<file path="src/cks_pkg.sv">
// package for the calibration key sequencer: timing, codes, states
// assumes a 40 MHz clock; nothing else
package cks_pkg;
    localparam int CLK_HZ = 40_000_000;
    localparam int HOLD_MS = 2000;            // long-press threshold
    localparam int HOLD_CYCLES = CLK_HZ / 1000 * HOLD_MS;
    localparam int DEBOUNCE_MS = 20;
    localparam int DEBOUNCE_CYCLES = CLK_HZ / 1000 * DEBOUNCE_MS;
    localparam int BLINK_MS = 250;            // equal on and off phase
    localparam int BLINK_CYCLES = CLK_HZ / 1000 * BLINK_MS;
    localparam logic [3:0] BLINKS_GAIN = 4'h2;
    localparam logic [3:0] BLINKS_OFFSET = 4'h4;
    localparam logic [3:0] BLINKS_SAVE = 4'h1;
    localparam logic [3:0] BLINKS_AUTO = 4'h6;
    localparam int VAL_W = 8;
    localparam int COARSE_W = 4;              // coarse step is 1 << COARSE_W
    localparam logic [VAL_W-1:0] ZERO_OUT = 8'h80;  // code for 5,0 V output
    localparam logic [VAL_W-1:0] FINE_STEP = 8'h01;
    localparam logic [VAL_W-1:0] COARSE_STEP = 8'h10;
    typedef enum {ST_NORMAL, ST_GAIN, ST_OFFSET} cks_mode_type;
endpackage

</file>
<file path="src/cks_key_if.sv">
// key event carrier between the debouncer and the sequencer
// assumes a single clock domain
`timescale 1ns/10ps
interface cks_key_if;
    logic shortPress;
    logic longPress;
    modport source (output shortPress, output longPress);
    modport sink (input shortPress, input longPress);
endinterface // cks_key_if

</file>
<file path="src/cks_key_filter.sv">
// debounces one active-high key level and classifies presses
// assumes key level is synchronous to clk
`timescale 1ns/10ps
module cks_key_filter
    import cks_pkg::*;
#(
    parameter int DEB_CYCLES = DEBOUNCE_CYCLES,
    parameter int LONG_CYCLES = HOLD_CYCLES
) (
    input wire logic clk,
    input wire logic nrst,
    input wire logic ce,
    input wire logic keyLevel,
    cks_key_if.source ev
);
    logic stable, next_stable;
    logic [31:0] debCnt, next_debCnt;
    logic [31:0] holdCnt, next_holdCnt;
    logic longDone, next_longDone;
    logic shortP, next_shortP, longP, next_longP;

    // filter, then time the press; short fires on release only
    always_comb begin
        next_stable = stable;
        next_debCnt = 32'h0;
        next_holdCnt = holdCnt;
        next_longDone = longDone;
        next_shortP = 1'b0;
        next_longP = 1'b0;
        if (keyLevel != stable) begin
            next_debCnt = debCnt + 32'h1;
            if (debCnt >= 32'(DEB_CYCLES - 1)) begin
                next_stable = keyLevel;
                next_debCnt = 32'h0;
                if (!keyLevel && !longDone) next_shortP = 1'b1;
            end
        end
        if (stable) begin
            if (!longDone) next_holdCnt = holdCnt + 32'h1;
            if (!longDone && holdCnt >= 32'(LONG_CYCLES - 1)) begin
                next_longP = 1'b1;
                next_longDone = 1'b1;
            end
        end else begin
            next_holdCnt = 32'h0;
            next_longDone = 1'b0;
        end
    end

    always_ff @(posedge clk) begin
        if (!nrst) begin
            stable <= 1'b0;
            debCnt <= 32'h0;
            holdCnt <= 32'h0;
            longDone <= 1'b0;
            shortP <= 1'b0;
            longP <= 1'b0;
        end else if (ce) begin
            stable <= next_stable;
            debCnt <= next_debCnt;
            holdCnt <= next_holdCnt;
            longDone <= next_longDone;
            shortP <= next_shortP;
            longP <= next_longP;
        end
    end

    assign ev.shortPress = shortP;
    assign ev.longPress = longP;
endmodule // cks_key_filter

</file>
<file path="src/cks_sequencer.sv">
// calibration key sequencer: modes, value stepping, blink confirm, scale
// assumes synchronous inputs; the non-volatile store sits outside and
// takes storedGain/storedOffset when storeStrobe pulses
// Function
// - long program press: gain mode, two blinks
// - gain mode: offset key coarse, program fine
// - long program press in gain: offset, four blinks
// - offset mode: coarse and fine stepping alike
// - long program press in offset: store, one blink
// - long offset press: automatic zero alignment
// - auto zero: store, six blinks, resume
// - external auto-zero input acts as offset key
// - power cycle discards unsaved adjustments
// - stored values kept in non-volatile storage
// - fault indicator and error follow defect
// - four-bit code selects full-scale speed
`timescale 1ns/10ps
module cks_sequencer
    import cks_pkg::*;
#(
    parameter int DEB_CYCLES = DEBOUNCE_CYCLES,
    parameter int LONG_CYCLES = HOLD_CYCLES,
    parameter int BLINK_LEN = BLINK_CYCLES
) (
    input wire logic clk,
    input wire logic nrst,
    input wire logic ce,
    input wire logic offsetKey_n,
    input wire logic autoZeroKey_n,
    input wire logic programKey_n,
    input wire logic [VAL_W-1:0] nvGain,
    input wire logic [VAL_W-1:0] nvOffset,
    input wire logic [VAL_W-1:0] zeroReading,
    input wire logic defectDetected,
    input wire logic [3:0] speedScaleCode,
    output logic [VAL_W-1:0] activeGain,
    output logic [VAL_W-1:0] activeOffset,
    output logic [VAL_W-1:0] storedGain,
    output logic [VAL_W-1:0] storedOffset,
    output logic storeStrobe,
    output logic programIndicator,
    output logic faultIndicator,
    output logic errorSignal,
    output logic [13:0] fullScaleRpm,
    output logic [9:0] rpmPerVolt,
    output logic [1:0] calMode
);
    cks_key_if offKeyEv();
    cks_key_if progKeyEv();

    // both sources pull low; either one counts as the offset key
    logic offLevel;
    assign offLevel = !offsetKey_n || !autoZeroKey_n;

    cks_key_filter #(.DEB_CYCLES(DEB_CYCLES), .LONG_CYCLES(LONG_CYCLES))
    uOffKey (
        .clk(clk), .nrst(nrst), .ce(ce),
        .keyLevel(offLevel), .ev(offKeyEv.source)
    );
    cks_key_filter #(.DEB_CYCLES(DEB_CYCLES), .LONG_CYCLES(LONG_CYCLES))
    uProgKey (
        .clk(clk), .nrst(nrst), .ce(ce),
        .keyLevel(!programKey_n), .ev(progKeyEv.source)
    );

    // full-scale table: base digit times decade
    function automatic logic [13:0] scaleRpm(input logic [3:0] c);
        logic [13:0] base;
        logic [13:0] dec;
        base = 14'h0;
        dec = 14'h1;
        case (c[1:0])
            2'h0: base = (c[3:2] == 2'h0) ? 14'h1 : 14'h6;
            2'h1: base = (c[3:2] == 2'h0) ? 14'h2 : 14'h8;
            2'h2: base = (c[3:2] == 2'h0) ? 14'h4 : 14'hA;
            default: base = (c[3:2] == 2'h0) ? 14'h6 : 14'h14;
        endcase
        if (c == 4'h4) base = 14'h8;
        if (c == 4'h5) base = 14'hA;
        if (c == 4'h6) base = 14'h14;
        if (c == 4'h7) base = 14'h28;
        if (c[3:2] == 2'h2) dec = 14'hA;
        if (c[3:2] == 2'h3) dec = 14'h64;
        if (c == 4'hC) base = 14'h4;
        if (c == 4'hD) base = 14'h6;
        if (c == 4'hE) base = 14'h8;
        if (c == 4'hF) base = 14'hA;
        return 14'(base * dec * 14'hA);
    endfunction

    cks_mode_type mode, next_mode;
    logic [VAL_W-1:0] gain, next_gain, offs, next_offs;
    logic [VAL_W-1:0] sGain, next_sGain, sOffs, next_sOffs;
    logic store, next_store;
    logic loaded, next_loaded;
    logic [3:0] blinksLeft, next_blinksLeft;
    logic blinkOn, next_blinkOn;
    logic [31:0] blinkCnt, next_blinkCnt;
    logic fault, next_fault;
    logic [13:0] fsRpm, next_fsRpm;
    logic [9:0] rpv, next_rpv;
    logic [1:0] cm, next_cm;
    logic busy;

    assign busy = (blinksLeft != 4'h0);

    // mode sequencing and value stepping; keys ignored while blinking
    always_comb begin
        next_mode = mode;
        next_gain = gain;
        next_offs = offs;
        next_sGain = sGain;
        next_sOffs = sOffs;
        next_store = 1'b0;
        next_loaded = 1'b1;
        next_blinksLeft = blinksLeft;
        next_blinkOn = blinkOn;
        next_blinkCnt = blinkCnt;
        if (!loaded) begin
            // after power-up the saved pair is reloaded, work is lost
            next_gain = nvGain;
            next_offs = nvOffset;
            next_sGain = nvGain;
            next_sOffs = nvOffset;
        end else if (busy) begin
            // equal on and off phases, one count per full blink
            if (blinkCnt >= 32'(BLINK_LEN - 1)) begin
                next_blinkCnt = 32'h0;
                next_blinkOn = !blinkOn;
                if (!blinkOn) begin
                    // a blink ends with its dark phase; stay dark after last
                    next_blinksLeft = blinksLeft - 4'h1;
                    next_blinkOn = (blinksLeft != 4'h1);
                end
            end else begin
                next_blinkCnt = blinkCnt + 32'h1;
            end
        end else begin
            next_blinkCnt = 32'h0;
            case (mode)
                ST_NORMAL: begin
                    if (progKeyEv.longPress) begin
                        next_mode = ST_GAIN;
                        next_blinksLeft = BLINKS_GAIN;
                    end else if (offKeyEv.longPress) begin
                        // trim offset so the idle reading lands on zero
                        next_offs = VAL_W'(offs + ZERO_OUT - zeroReading);
                        next_sOffs = VAL_W'(offs + ZERO_OUT - zeroReading);
                        next_sGain = gain;
                        next_store = 1'b1;
                        next_blinksLeft = BLINKS_AUTO;
                    end
                end
                ST_GAIN: begin
                    if (progKeyEv.longPress) begin
                        next_mode = ST_OFFSET;
                        next_blinksLeft = BLINKS_OFFSET;
                    end else if (offKeyEv.shortPress) begin
                        next_gain = gain + COARSE_STEP;
                    end else if (progKeyEv.shortPress) begin
                        next_gain = gain + FINE_STEP;
                    end
                end
                ST_OFFSET: begin
                    if (progKeyEv.longPress) begin
                        next_sGain = gain;
                        next_sOffs = offs;
                        next_store = 1'b1;
                        next_mode = ST_NORMAL;
                        next_blinksLeft = BLINKS_SAVE;
                    end else if (offKeyEv.shortPress) begin
                        next_offs = offs + COARSE_STEP;
                    end else if (progKeyEv.shortPress) begin
                        next_offs = offs + FINE_STEP;
                    end
                end
                default: next_mode = ST_NORMAL;
            endcase
            // lamp lights with the action so the confirm starts at once
            next_blinkOn = (next_blinksLeft != 4'h0);
        end
    end

    // fault lamp and speed scaling follow their inputs each cycle
    always_comb begin
        next_fault = defectDetected;
        next_fsRpm = scaleRpm(speedScaleCode);
        next_rpv = 10'(next_fsRpm / 14'hA);
        // mode code is registered so the port comes from a flop
        case (next_mode)
            ST_GAIN: next_cm = 2'h1;
            ST_OFFSET: next_cm = 2'h2;
            default: next_cm = 2'h0;
        endcase
    end

    always_ff @(posedge clk) begin
        if (!nrst) begin
            mode <= ST_NORMAL;
            gain <= '0;
            offs <= '0;
            sGain <= '0;
            sOffs <= '0;
            store <= 1'b0;
            loaded <= 1'b0;
            blinksLeft <= 4'h0;
            blinkOn <= 1'b0;
            blinkCnt <= 32'h0;
            fault <= 1'b0;
            fsRpm <= 14'h0;
            rpv <= 10'h0;
            cm <= 2'h0;
        end else if (ce) begin
            mode <= next_mode;
            gain <= next_gain;
            offs <= next_offs;
            sGain <= next_sGain;
            sOffs <= next_sOffs;
            store <= next_store;
            loaded <= next_loaded;
            blinksLeft <= next_blinksLeft;
            blinkOn <= next_blinkOn;
            blinkCnt <= next_blinkCnt;
            fault <= next_fault;
            fsRpm <= next_fsRpm;
            rpv <= next_rpv;
            cm <= next_cm;
        end
    end

    assign activeGain = gain;
    assign activeOffset = offs;
    assign storedGain = sGain;
    assign storedOffset = sOffs;
    assign storeStrobe = store;
    assign programIndicator = blinkOn;
    assign faultIndicator = fault;
    assign errorSignal = fault;
    assign fullScaleRpm = fsRpm;
    assign rpmPerVolt = rpv;
    assign calMode = cm;
endmodule // cks_sequencer

</file>
<file path="config.mk">
export PLATFORM = sky130hd
export DESIGN_NAME = cks_sequencer
export DESIGN_NICKNAME = d
export VERILOG_FILES = /design/src/cks_pkg.sv /design/src/cks_key_if.sv /design/src/cks_key_filter.sv /design/src/cks_sequencer.sv
export SDC_FILE = /design/constraint.sdc
export NUM_CORES = 1
export LEC_CHECK = 0
export BUFFER_PORTS_ARGS = -buffer_cell sky130_fd_sc_hd__buf_4
export CORE_AREA = 5 5 184 186
export DETAILED_ROUTE_END_ITERATION = 8
export DIE_AREA = 0 0 189 191
export GPL_TIMING_DRIVEN = 1
export PLACE_DENSITY = 0.67
export SLEW_MARGIN = 0
export SYNTH_ARGS = -nofsm -noshare
export SYNTH_HDL_FRONTEND = slang
export SYNTH_HIERARCHICAL = 1
export SYNTH_SLANG_ARGS = --single-unit
</file>
<file path="constraint.sdc">
create_clock -name clk -period 14 [get_ports clk]
set_input_delay 1.4 -clock clk [delete_from_list [all_inputs] [get_ports clk]]
set_output_delay 1.4 -clock clk [all_outputs]
set_load 0.01 [all_outputs]
</file>
Word-level counts from Yosys, hierarchy flattened:

Index checks and enable logic that the tools add are counted.

* register bits after elaboration: 265
* input port bits: 35
* logic and storage cells: 199

* add/sub/neg operators: 12
* multiply operators: 2
* divide/modulo/power cells: 1
* order comparisons: 5
* equality and inequality tests: 35
* mux-type cells: 89
* reduce and logical (&&, ||, !) cells: 29

Operators by type and width (count)
* 32-bit 2-to-1 mux: 15
* 8-bit 2-to-1 mux: 21
* 32-bit by 1-bit adder with 32-bit output, second input constant: 5
* 14-bit 2-to-1 mux: 9
* 32-bit case mux with 3 select lines: 1
* 32-bit by 1-bit equality test with 1-bit output, second input constant: 2
* 32-bit by 2-bit equality test with 1-bit output, second input constant: 2
* 32-bit by 20-bit >= comparator with 1-bit output, second input constant: 2
* 32-bit by 27-bit >= comparator with 1-bit output, second input constant: 2
* 4-bit 2-to-1 mux: 12
* 8-bit case mux with 2 select lines: 3
* 32-bit by 24-bit >= comparator with 1-bit output, second input constant: 1
* 32-bit logical NOT: 1
* 1-bit 2-to-1 mux: 22
* 8-bit by 1-bit adder with 8-bit output, second input constant: 2
* 8-bit by 5-bit adder with 8-bit output, second input constant: 2
* 4-bit by 3-bit equality test with 1-bit output, second input constant: 4
* 4-bit equality test, second input constant: 4
* 5-bit case mux with 3 select lines: 1
* 14-bit by 4-bit divider with 14-bit output, second input constant: 1
* 14-bit by 14-bit multiplier with 14-bit output: 1
* 14-bit by 3-bit multiplier with 13-bit output, second input constant: 1
* 2-bit != test, second input constant: 7
* 4-bit case mux with 3 select lines: 1
* 27 further kinds: 51

Longest topological paths before layout:

* depth after elaboration: 14
* mapped depth: 38
* gate-level depth less buffers: 36

Modules after synthesis:

The synthesis kept the hierarchy.

Modules (own cells, without submodules)
* cks_sequencer: instances 1, cells each 1125, area an instance 9233.9 um^2
* cks_key_filter: instances 2, cells each 391, area an instance 3228.1 um^2

Worst setup path after synthesis:

Ideal clock, no wire load.

* path type: input-to-reg
* from: in speedScaleCode[2]
* to: reg rpv[0], in the netlist rpmPerVolt[0]
* library setup time: 122 ps
* data arrival time: 9127 ps
* data required time: 13878 ps
* slack: 4751 ps
* cell stages on the path: 37
* path buffers: 2
* cells stage by stage: nand2b_1 nand2b_1 inv_1 ha_1 inv_1 fa_1 inv_1 ha_1 ha_1 inv_1 fa_1 inv_1 ha_1 ha_1 a21o_1 a21oi_1 nand2_1 xor2_1 ha_1 ha_1 buf_4 nor2_1 mux2_2 a31oi_2 and3_1 clkbuf_1 xnor2_1 a211o_1 a2111oi_1 nor3_2 a21oi_4 mux2_4 a221oi_2 o2bb2ai_1 mux2_4 a221oi_2 a21oi_2

* word-level cells in the longest chain between the ends: 14
* elaborated cells between the ends (all ways): 29
* classes of those cells: mul: 2; div: 1; eq/ne: 10; mux: 15; reduce/logical: 1

Ends and longest elaborated chain
* from (decl): RTL line cks_sequencer.sv:35 `input wire logic [3:0] speedScaleCode,`
* 2-bit logical NOT
* 3-bit 2-to-1 mux (tied with other cells): RTL line cks_sequencer.sv:73 `2'h0: base = (c[3:2] == 2'h0) ? 14'h1 : 14'h6;`
* 5-bit case mux with 3 select lines: RTL line cks_sequencer.sv:72 `case (c[1:0])`
* 14-bit 2-to-1 mux: RTL line cks_sequencer.sv:78 `if (c == 4'h4) base = 14'h8;`
* 14-bit 2-to-1 mux: RTL line cks_sequencer.sv:79 `if (c == 4'h5) base = 14'hA;`
* 14-bit 2-to-1 mux: RTL line cks_sequencer.sv:80 `if (c == 4'h6) base = 14'h14;`
* 14-bit 2-to-1 mux: RTL line cks_sequencer.sv:81 `if (c == 4'h7) base = 14'h28;`
* 14-bit 2-to-1 mux: RTL line cks_sequencer.sv:84 `if (c == 4'hC) base = 14'h4;`
* 14-bit 2-to-1 mux: RTL line cks_sequencer.sv:85 `if (c == 4'hD) base = 14'h6;`
* 14-bit 2-to-1 mux: RTL line cks_sequencer.sv:86 `if (c == 4'hE) base = 14'h8;`
* 14-bit 2-to-1 mux: RTL line cks_sequencer.sv:87 `if (c == 4'hF) base = 14'hA;`
* 14-bit by 14-bit multiplier with 14-bit output *: RTL line cks_sequencer.sv:88 `return 14'(base * dec * 14'hA);`
* 14-bit by 3-bit multiplier with 13-bit output *: RTL line cks_sequencer.sv:88
* 14-bit by 4-bit divider with 14-bit output *: RTL line cks_sequencer.sv:188 `next_rpv = 10'(next_fsRpm / 14'hA);`
* to (signal assigned): RTL line cks_sequencer.sv:226 `rpv <= next_rpv;`
* to (decl): RTL line cks_sequencer.sv:101 `logic [9:0] rpv, next_rpv;`

Every way passes the cells marked *; elsewhere a longest branch is shown, timed or not.
A chain may end at the register's enable or synchronous reset.

Worst setup path in the final report:

Ends and elaborated chain as after synthesis.

==> flow_summary.toml <==
[synthesis]
synth-edff-count = 0
synth_top_area_cell = "dfxtp_1"
synth_top_area_share_pct = 33.8
synth_area_leaders = "dfxtp_1, ha_1, nor2_1"
synth-main-ff-cell = "dfxtp_1"
ys_top_cells_by_count = "dfxtp_1, nor2_1, nand2_1"
syn_area_per_cell_sq_um = 8.23
synth-compound-area-share_pct = 17.3
synth_top_family_by_area = "simple AND/OR/NAND/NOR gates"
synth_seq_cells = 265
synth-xor-area-share_pct = 7.07
synth_fa_ha_area_share_pct = 9.46
yosysWarnings = 6
synthDistinctLibCells = 93
synthSimpleGateAreaFrac_pct = 24.7
synth-seq-area-share_pct = 33.8
syn_area_sq_um = 15700
synth_cells = 1907
yosysMostFrequentCell = "dfxtp_1"
synthMuxAreaShare_pct = 2.86
synthArstFlopShare_pct = 0

[final_layout]
drive_above_1_share_pct = 9.90
num_antenna_cells = 0
fillers = 2989
nNetsFinal = 2105
area_delta_synth_final_pct = 12.2

[floorplanning]
dieArea_sq_um = 36100
fp.dieW_um = 189
ios = 97
start_util_pct = 48.8
core_sq_um = 32100
die_h_um = 191
num_rows = 66

[detailed_routing]
drt_first_pass_iters = 5
wl_um = 35000
drtIter0Drc = 660
drc = 0
vias = 13600
vias_per_cell = 5.69
ant_nets = 0
wire_per_inst_um = 14.7

[timing]
skew_ns = 0.0179
finalSetupViolCount = 0
hold_viol = 0
hold_slack_ns = 0.456
period_share_pct = 70.5
period_needed_ns = 9.87
slew_viol_final = 0
setup_tns_ns = 0
relSlewSlack_pct = 25.5
rsz0062_at_grt = "no"
tightest_slew_ns = 1.12
clock.fmax_ghz = 0.101

[clock_tree]
cts_hold_buffers = 0
clock_path_buffers = 3
cts-buffers-inserted = 28
post_cts_buffers = 0
h-tree-depth = 1
clock-sinks = 265
cts.reportedPaths.clkPinSlew_ns = 0.06
ctsRootBufferMaster = "clkbuf_16"
ctsResizeCount = 0
cts_tree = "built"
insertion_delay_ns = 0.56

[setup_path]
critPathTopFamily = "compound AO/OA/AOI/OAI gates"
arrival_ns = 10.31
path_common_cell = "ha_1"
critPathMaxStageDelay_ns = 0.78
crit_fanout = 14
critical_path_class = "input port to register"
cp-start-kind = "input port"
cp.required_ns = 14.44
critical_path_buf_inv_count = 6
critPathSlowestCell = "a21oi_1"
worstSetupEndpointType = "register"

[placed_design]
io_buffers = 95
gp_congestion = 0.853
place_hpwl_um = 24700

[global_route]
grt_pass1_wl_um = 60200
grt_pass1_vias = 12800
overflow = 0
gr-usage-all-layers_pct = 19.0
grt_max_degree = 58
antenna_found_initial = 0

[flow_run]
max_cap_violations = 0

[status]
status = "completed"

[min_path]
hold_class = "register to register"
[path summary, 6_finish.rpt]
kind                                         from                              end  slack, ns  cells after the start
setup / recovery                speedScaleCode[2]       rpmPerVolt[0]$_SDFFE_PN0P_       4.13                     36
hold / removal    uOffKey/debCnt[26]$_SDFFE_PN0P_  uOffKey/debCnt[26]$_SDFFE_PN0P_       0.46                      1
setup reg to reg             mode[9]$_SDFFE_PN0P_     activeOffset[1]$_SDFFE_PN0P_      10.61                      9
hold reg to reg   uOffKey/debCnt[26]$_SDFFE_PN0P_  uOffKey/debCnt[26]$_SDFFE_PN0P_       0.46                      1
[state kept, by name (all words and copies together), names as in the netlist, 10 cells and up]
register / count
blinkCnt: 32
uOffKey/debCnt: 32
uOffKey/holdCnt: 32
fullScaleRpm: 13
uProgKey/holdCnt: 32
mode: 32
rpmPerVolt: 10
uProgKey/debCnt: 32
[cell type report]
cell class                      instances  area [sq um]  share of cell area (%)
Multi-Input combinational cell       1463          9710                    55.2
Tap cell                              408           510                    2.90
Sequential cell                       265          5310                    30.1
Inverter                               97           364                    2.07
Timing Repair Buffer                  105           788                    4.48
Clock buffer                           41           830                    4.71
Clock inverter                          8          98.8                   0.561
[placed cells by master, fill, tap and decap left out, types with 5 or more instances in the layout]
| master | count |
|---|---|
| and4_1 | 19 |
| nand3_1 | 78 |
| mux2i_1 | 34 |
| nand4_1 | 40 |
| and3_1 | 30 |
| or3_1 | 18 |
| a31oi_1 | 39 |
| dfxtp_1 | 264 |
| xor2_1 | 51 |
| nor2b_1 | 21 |
| o2111ai_1 | 8 |
| a211oi_1 | 23 |
| clkbuf_8 | 8 |
| and2_1 | 71 |
| o211ai_1 | 22 |
| nor3_1 | 46 |
| or4_1 | 5 |
| nand4b_1 | 8 |
| nand2b_1 | 8 |
| fa_1 | 13 |
| clkbuf_16 | 28 |
| inv_1 | 94 |
| xnor2_1 | 70 |
| conb_1 | 15 |
| o21a_1 | 9 |
| o31ai_1 | 9 |
| a311oi_1 | 5 |
| o21ai_0 | 88 |
| nor2_1 | 209 |
| a21o_1 | 18 |
| ha_1 | 97 |
| a22oi_1 | 10 |
| nand2_1 | 152 |
| a32oi_1 | 6 |
| a21oi_1 | 79 |
| nor4_1 | 47 |
| mux2_2 | 5 |
| buf_4 | 105 |
| clkbuf_1 | 5 |
| o22ai_1 | 6 |
[logic make-up after synthesis]
family,Yosys count
other cells,2
flops,265
simple gates,772
fa+ha+maj,111
mux,42
xor+xnor,123
compound gates,400
buf+inv,192
[through the flow]
stage          cell area (sq um)  utilization, %  std cells  worst slack [ns]
2_1_floorplan              15700               -       1920              4.75
3_3_place_gp               16700            51.9       2338              3.90
3_5_place_dp               16700            51.9       2338              3.59
4_1_cts                    17600            54.8       2387              4.18
5_1_grt                    17600            54.8       2387              3.39
6_report                   17600            54.8       2387              4.13
[per-layer routing]
metal | share of wire (%) | track usage, % | vias to the layer above
met3 | 4.1 | 2.72 | 51
li1 | - | - | 6917
met1 | 48 | 25.6 | 6355
met5 | 0 | 0 | -
met4 | 2.0 | 4.85 | 0
met2 | 46 | 32.2 | 253
Power is not shown: default switching activity piles up to over one toggle a cycle in this logic, so the estimate is an artifact.
